--- src/hw/mpes_map.svh ---
`ifndef MPES_MAP_SVH
`define MPES_MAP_SVH

// Register byte addresses
`define MPES_ADDR_CTRL 8'h00
`define MPES_ADDR_FABRIC 8'h04
`define MPES_ADDR_PAGE_QUAL 8'h08
`define MPES_ADDR_RETRY_QUAL 8'h0c
`define MPES_ADDR_THERM_QUAL 8'h10
`define MPES_ADDR_COUNT 8'h14
`define MPES_ADDR_DEBUG 8'h18

// Control fields
`define MPES_CTRL_CODE_HI 7
`define MPES_CTRL_ENABLE 8
`define MPES_FAB_SEL_HI 27
`define MPES_FAB_SEL_LO 24
`define MPES_FAB_RSP_HI 11
`define MPES_FAB_RSP_LO 9

// Qualifier fields
`define MPES_PAGE_DIR 0
`define MPES_RTY_FILTER 7
`define MPES_RTY_ID_HI 6
`define MPES_RTY_ID_LO 1
`define MPES_TEMP_TRIP_HI 10
`define MPES_TEMP_TRIP_LO 9
`define MPES_TEMP_ANY 3
`define MPES_TEMP_DIMM_HI 6
`define MPES_TEMP_DIMM_LO 4

// Event codes
`define MPES_EV_FABRIC 8'h10
`define MPES_EV_ID_DEPTH 8'h3c
`define MPES_EV_ID_WRITES 8'h3d
`define MPES_EV_ACCEPT 8'h1d
`define MPES_EV_PENDING 8'h3e
`define MPES_EV_AUTO_CLOSE 8'h15
`define MPES_EV_COLLISION 8'h18
`define MPES_EV_HIT 8'h14
`define MPES_EV_MISS 8'h13
`define MPES_EV_POLICY 8'h16
`define MPES_EV_REFRESH 8'h06
`define MPES_EV_RETRY 8'h0b
`define MPES_EV_RETRY_PUSH 8'h22
`define MPES_EV_STARVE 8'h03
`define MPES_EV_FULL 8'h02
`define MPES_EV_SCHED 8'h1c
`define MPES_EV_MODE 8'h08
`define MPES_EV_FAST_RESET 8'h0c
`define MPES_EV_THERM_DN 8'h05
`define MPES_EV_THERM_UP 8'h04

// Fabric selector values
`define MPES_FAB_RESPONSE 4'h6
`define MPES_FAB_SPARE_UNCOR 3'h7
`define MPES_FAB_NB_DEBUG 4'h7

// Reset values
`define MPES_RST_WORD 32'h0000_0000

`endif

--- src/hw/mpes_pkg.sv ---
package mpes_pkg;

  typedef logic [5:0] mpes_amount_t;
  typedef logic [31:0] mpes_word_t;

  typedef enum logic [1:0] {
    below_low = 2'b00,
    between_low_and_mid = 2'b01,
    above_mid_falling = 2'b10,
    above_mid_rising = 2'b11
  } mpes_trip_t;

endpackage

--- src/hw/mpes_top.sv ---
// The strobed register port and the placing of the registers are this design's own decisions.
`timescale 1ns/1ps
`include "mpes_map.svh"

module mpes_top
  import mpes_pkg::*;
(
  input wire logic clk,
  input wire logic srst,
  input wire logic [7:0] addr,
  input wire logic [31:0] wdata,
  input wire logic wr,
  input wire logic rd,
  output logic [31:0] rdata,
  input wire logic sparing_uncorrectable_response,
  input wire logic northbound_debug_trigger,
  input wire logic [7:0] northbound_debug_bits,
  input wire logic [5:0] id_fifo_depth,
  input wire logic [1:0] id_fifo_writes,
  input wire logic command_accepted,
  input wire logic [5:0] pending_depth,
  input wire logic auto_close,
  input wire logic page_collision,
  input wire logic page_hit,
  input wire logic page_miss,
  input wire logic closed_page_mode,
  input wire logic page_policy_change,
  input wire logic page_policy_to_closed,
  input wire logic refresh,
  input wire logic retry,
  input wire logic [5:0] retry_fabric_id,
  input wire logic retry_push,
  input wire logic retry_starved,
  input wire logic controller_full,
  input wire logic scheduler_accept,
  input wire logic scheduling_mode_change,
  input wire logic link_fast_reset,
  input wire logic thermal_cross,
  input wire logic thermal_up,
  input wire mpes_trip_t thermal_trip,
  input wire logic [2:0] thermal_dimm
);

  logic [7:0] event_code;
  logic enable;
  logic [3:0] fabric_event_select;
  logic [2:0] response_select;
  logic [7:0] page_table_qualifier;
  logic [7:0] retry_qualifier;
  logic [10:0] thermal_qualifier;
  mpes_word_t count;
  logic [7:0] debug_bits;
  mpes_amount_t inc;
  mpes_amount_t next_inc;
  logic count_wr;

  // Thermal crossing qualifier match, shared by both directions
  function automatic logic therm_match(
    input logic [10:0] qual,
    input mpes_trip_t trip,
    input logic [2:0] dimm
  );
    logic trip_ok;
    logic dimm_ok;
    trip_ok = trip == mpes_trip_t'(qual[`MPES_TEMP_TRIP_HI:`MPES_TEMP_TRIP_LO]);
    dimm_ok = qual[`MPES_TEMP_ANY] || (dimm == qual[`MPES_TEMP_DIMM_HI:`MPES_TEMP_DIMM_LO]);
    return trip_ok && dimm_ok;
  endfunction

  function automatic mpes_amount_t one(input logic b);
    return {5'h00, b};
  endfunction

  assign count_wr = wr && (addr == `MPES_ADDR_COUNT);

  // Register writes
  always_ff @(posedge clk) begin
    if (srst) begin
      event_code <= 8'h00;
      enable <= 1'b0;
    end else if (wr && addr == `MPES_ADDR_CTRL) begin
      event_code <= wdata[`MPES_CTRL_CODE_HI:0];
      enable <= wdata[`MPES_CTRL_ENABLE];
    end
  end

  always_ff @(posedge clk) begin
    if (srst) begin
      fabric_event_select <= 4'h0;
      response_select <= 3'h0;
    end else if (wr && addr == `MPES_ADDR_FABRIC) begin
      fabric_event_select <= wdata[`MPES_FAB_SEL_HI:`MPES_FAB_SEL_LO];
      response_select <= wdata[`MPES_FAB_RSP_HI:`MPES_FAB_RSP_LO];
    end
  end

  always_ff @(posedge clk) begin
    if (srst) begin
      page_table_qualifier <= 8'h00;
      retry_qualifier <= 8'h00;
      thermal_qualifier <= 11'h000;
    end else if (wr) begin
      if (addr == `MPES_ADDR_PAGE_QUAL) begin
        page_table_qualifier <= wdata[7:0];
      end
      if (addr == `MPES_ADDR_RETRY_QUAL) begin
        retry_qualifier <= wdata[7:0];
      end
      if (addr == `MPES_ADDR_THERM_QUAL) begin
        thermal_qualifier <= wdata[10:0];
      end
    end
  end

  // Last northbound debug bits seen on a trigger
  always_ff @(posedge clk) begin
    if (srst) begin
      debug_bits <= 8'h00;
    end else if (northbound_debug_trigger) begin
      debug_bits <= northbound_debug_bits;
    end
  end

  // Per-cycle amount for the selected event
  always_comb begin
    next_inc = 6'h00;
    if (enable) begin
      case (event_code)
        `MPES_EV_FABRIC: begin
          if (fabric_event_select == `MPES_FAB_RESPONSE &&
              response_select == `MPES_FAB_SPARE_UNCOR) begin
            next_inc = one(sparing_uncorrectable_response);
          end else if (fabric_event_select == `MPES_FAB_NB_DEBUG) begin
            next_inc = one(northbound_debug_trigger);
          end
        end
        `MPES_EV_ID_DEPTH: next_inc = id_fifo_depth;
        `MPES_EV_ID_WRITES: next_inc = {4'h0, id_fifo_writes};
        `MPES_EV_ACCEPT: next_inc = one(command_accepted);
        `MPES_EV_PENDING: next_inc = pending_depth;
        `MPES_EV_AUTO_CLOSE: next_inc = one(auto_close);
        `MPES_EV_COLLISION: next_inc = one(page_collision);
        `MPES_EV_HIT: next_inc = one(page_hit && !closed_page_mode);
        `MPES_EV_MISS: next_inc = one(page_miss);
        `MPES_EV_POLICY: begin
          next_inc = one(page_policy_change &&
            (page_policy_to_closed == page_table_qualifier[`MPES_PAGE_DIR]));
        end
        `MPES_EV_REFRESH: next_inc = one(refresh);
        `MPES_EV_RETRY: begin
          next_inc = one(retry && (!retry_qualifier[`MPES_RTY_FILTER] ||
            retry_fabric_id == retry_qualifier[`MPES_RTY_ID_HI:`MPES_RTY_ID_LO]));
        end
        `MPES_EV_RETRY_PUSH: next_inc = one(retry_push);
        `MPES_EV_STARVE: next_inc = one(retry && retry_starved);
        `MPES_EV_FULL: next_inc = one(retry && controller_full);
        `MPES_EV_SCHED: next_inc = one(scheduler_accept);
        `MPES_EV_MODE: next_inc = one(scheduling_mode_change);
        `MPES_EV_FAST_RESET: next_inc = one(link_fast_reset);
        `MPES_EV_THERM_DN: begin
          next_inc = one(thermal_cross && !thermal_up &&
            therm_match(thermal_qualifier, thermal_trip, thermal_dimm));
        end
        `MPES_EV_THERM_UP: begin
          next_inc = one(thermal_cross && thermal_up &&
            therm_match(thermal_qualifier, thermal_trip, thermal_dimm));
        end
        default: next_inc = 6'h00;
      endcase
    end
  end

  always_ff @(posedge clk) begin
    if (srst) begin
      inc <= 6'h00;
    end else begin
      inc <= next_inc;
    end
  end

  // Software load keeps the amount of the same cycle
  always_ff @(posedge clk) begin
    if (srst) begin
      count <= `MPES_RST_WORD;
    end else if (count_wr) begin
      count <= wdata + {26'h0, inc};
    end else begin
      count <= count + {26'h0, inc};
    end
  end

  // Read data, one cycle after the strobe
  always_ff @(posedge clk) begin
    if (srst) begin
      rdata <= `MPES_RST_WORD;
    end else if (rd) begin
      case (addr)
        `MPES_ADDR_CTRL: rdata <= {23'h0, enable, event_code};
        `MPES_ADDR_FABRIC: rdata <= {4'h0, fabric_event_select, 12'h0, response_select, 9'h0};
        `MPES_ADDR_PAGE_QUAL: rdata <= {24'h0, page_table_qualifier};
        `MPES_ADDR_RETRY_QUAL: rdata <= {24'h0, retry_qualifier};
        `MPES_ADDR_THERM_QUAL: rdata <= {21'h0, thermal_qualifier};
        `MPES_ADDR_COUNT: rdata <= count;
        `MPES_ADDR_DEBUG: rdata <= {24'h0, debug_bits};
        default: rdata <= `MPES_RST_WORD;
      endcase
    end else begin
      rdata <= `MPES_RST_WORD;
    end
  end
endmodule

--- config.mk ---
export PLATFORM = sky130hd
export DESIGN_NAME = mpes_top
export DESIGN_NICKNAME = d
export VERILOG_FILES = /design/src/hw/mpes_pkg.sv /design/src/hw/mpes_top.sv
export VERILOG_INCLUDE_DIRS = /design/src /design/src/hw
export SDC_FILE = /design/constraint.sdc
export NUM_CORES = 1
export LEC_CHECK = 0
export BUFFER_PORTS_ARGS = -buffer_cell sky130_fd_sc_hd__buf_2
export CAP_MARGIN = 30
export CORE_AREA = 2 2 141 115
export DETAILED_ROUTE_END_ITERATION = 6
export DIE_AREA = 0 0 143 117
export MAX_ROUTING_LAYER = met4
export PLACE_DENSITY = 0.7
export REMOVE_ABC_BUFFERS = 1
export SLEW_MARGIN = 40
export SYNTH_ARGS = -nofsm -noshare
export SYNTH_HDL_FRONTEND = slang
export SYNTH_SLANG_ARGS = --single-unit
--- constraint.sdc ---
create_clock -name clk -period 3.8 [get_ports clk]
set_input_delay 0 -clock clk [delete_from_list [all_inputs] [get_ports clk]]
set_output_delay 0 -clock clk [all_outputs]
set_load 0.01 [all_outputs]
==> flow_summary.json <==
{
  "drv_cap": 0,
  "drc_errors": 0,
  "grt_first_pass_wirelength_um": 27700,
  "fin_crit_sh_pct": 77.6,
  "worstMarginPinSlew_ns": 0.721,
  "die_area_um2": 16700,
  "ir_drop_mv": 0.282,
  "via_per_inst": 5.32,
  "leakagePower_uw": 0.00325,
  "cts_resized": 0,
  "yosysSeqAreaShare_pct": 40.2,
  "clock_latency_ns": 0.41,
  "finClkSkew_ns": 0.0110,
  "synth_top_area_share_pct": 40.2,
  "synth-main-ff-cell": "dfxtp_1",
  "synth_warnings": 0,
  "first_global_vias": 5380,
  "finalHoldViolCount": 0,
  "n_fill_cell": 1433,
  "start_util_pct": 39.0,
  "num_rows": 41,
  "wl_um": 17400,
  "synth_area_leaders": "dfxtp_1, mux2i_1, nand2_1",
  "root_buffer": "clkbuf_16",
  "grt_antenna_before_repair": 0,
  "cp-start-kind": "primary input",
  "synth_seq_cells": 121,
  "cp-end-kind": "register",
  "n_antenna_cell": 0,
  "grt_max_degree": 81,
  "criticalPathCategory": "primary input to register",
  "critical_path_arrival_ns": 3.25,
  "ant_nets": 0,
  "yosysUniqueCellTypes": 67,
  "synthArstFlopShare_pct": 0,
  "clock_sinks": 121,
  "vias": 5808,
  "p_total_uw": 3010,
  "status": "finished clean",
  "rsz0062_at_grt": "false",
  "fp.coreArea_um2": 15400,
  "wl_met3_um": 1460,
  "post-route-util_pct": 50.6,
  "slew_headroom_pct": 51.9,
  "highest_layer": "met4",
  "wl_per_cell_um": 15.9,
  "io-pin-count": 129,
  "die_w_um": 143,
  "hp-class": "primary input to register",
  "synth_edf_count": 0,
  "dr.pass1.iters": 5,
  "synth.most_common_cell": "dfxtp_1",
  "drtIter0Drc": 586,
  "netlist_area_um2": 6020,
  "drive_gt1_share_pct": 22.5,
  "fmax_ghz": 0.339,
  "path_max_fanout": 17,
  "grt.overflow.total": 0,
  "min_period_ns": 2.95,
  "port_buffers": 128,
  "clk_pin_slew_worst_paths_ns": 0.06,
  "cts_tree": "yes",
  "met2_length_um": 7610,
  "synth_commonest_cells": "dfxtp_1, nand2_1, nor2_1",
  "gp_congestion": 0.858,
  "wl_met1_um": 7990,
  "htreeDepth": 4,
  "setup_viol": 0,
  "final-max-slew-violation-count": 0,
  "grt_use_total_pct": 21.7,
  "cts_made_buffers": 17,
  "nNetsFinal": 968,
  "hpwl_um": 12600,
  "setup_tns_ns": 0,
  "synth_top_cell_by_area": "dfxtp_1",
  "power_density_nw_per_um2": 386,
  "die_y_um": 117,
  "avgSynthCellArea_um2": 8.50,
  "required_ns": 4.10,
  "area_delta_synth_final_pct": 29.8,
  "ctsLongestPathBuffers": 2,
  "netlist_instances": 708
}
==> routing by layer <==
layer / up-vias / track usage (%)
met3: 21 / 3.70
met5: - / -
met4: 0 / 6.47
li1: 2850 / -
met2: 232 / 32.2
met1: 2705 / 30.4
==> state kept, by name, summed over array words and instances (netlist names) <==
register / cells
count: 32
rdata: 32
thermal_qualifier: 11
debug_bits: 8
event_code: 8
page_table_qualifier: 8
retry_qualifier: 8
inc: 6
fabric_event_select: 4
response_select: 3
enable: 1
==> final cells by class <==
cell class / instances / area, um2 / area share [%]
sequential: 121 / 2420 / 31.0
clock buffer: 18 / 429 / 5.49
tap: 215 / 269 / 3.44
clock inverter: 14 / 149 / 1.91
timing repair buffer: 175 / 1080 / 13.9
inverter: 10 / 37.5 / 0.481
multi-input combinational: 539 / 3420 / 43.8
==> kinds of logic (layout without fill, tap and decap cells) <==
family	count (synthesis)	count (layout)	synth area share (%)
fa+ha+maj	7	7	1.58
buf+inv	48	217	3.28
flops	121	121	40.2
compound gates	127	127	14.2
simple gates	311	311	25.3
xor+xnor	33	33	4.80
mux	61	61	10.6
==> per-stage QoR <==
| step | setup WS (ns) | hold slack (ns) | instance area (um2) | instances |
|---|---|---|---|---|
| 4_1_cts | 0.895 | 0.00231 | 7810 | 1092 |
| 3_5_place_dp | 0.483 | 0.245 | 6880 | 1025 |
| 3_3_place_gp | 0.592 | 0.234 | 6860 | 1025 |
| 2_1_floorplan | 0.651 | 0.0667 | 5860 | 670 |
| 5_1_grt | 0.578 | 0.0282 | 7810 | 1092 |
| 6_report | 0.850 | 0.0102 | 7810 | 1092 |
==> placed cells by master (no fill, tap or decap), types with 3 or more instances in the layout <==
master	instances
xor2_1	18
a222oi_1	11
dfxtp_1	121
nor3_1	18
nand2_1	109
and3_1	9
a31oi_1	8
nor2b_1	6
nor3b_1	8
dlygate4sd3_1	35
o31a_1	4
clkinv_2	4
inv_1	10
a21oi_1	53
a21o_1	4
ha_1	6
mux2_2	11
a221oi_1	3
nand4_1	11
buf_2	128
nand3_1	41
o21ai_0	9
nor2_1	62
clkinv_4	5
mux2i_1	47
buf_4	11
and2_1	19
a22oi_1	14
xnor2_1	15
clkbuf_16	17
nor4_1	5
nand2b_1	3
==> what timing repair did <==
action	in CTS	in global routing
hold buffers	35	0
hold endpoints to repair	58	0
setup buffers	0	0
==> critical path, stage by stage <==
cell and delay [ns]:
buf_2 0.30, and3b_1 0.24, and3_2 0.26, nand2_1 0.07
nand2_1 0.07, ha_1 0.17, inv_1 0.05, fa_1 0.38
nor2b_1 0.20, o31a_1 0.17, o21ai_0 0.18, a21oi_1 0.28
and3_1 0.27, or3b_2 0.47, mux2i_1 0.13
==> report_power, final <==
group / switching [uW] / total, uW / internal, uW
Combinational: 86.1 / 169 / 83.0
Sequential: 4.53 / 1280 / 1280
Clock: 598 / 1570 / 968
==> path summary, 6_finish.rpt <==
path	start	endpoint	slack (ns)	cells past startpoint
worst min register to register	count[31]	rdata[31]	0.45	1
worst max-delay path	addr[2]	count[26]	0.85	15
worst min-delay path	wdata[18]	count[18]	0.01	3
worst max register to register	count[0]	count[26]	0.91	12
No activity file was read; power rests on OpenSTA's default activity.
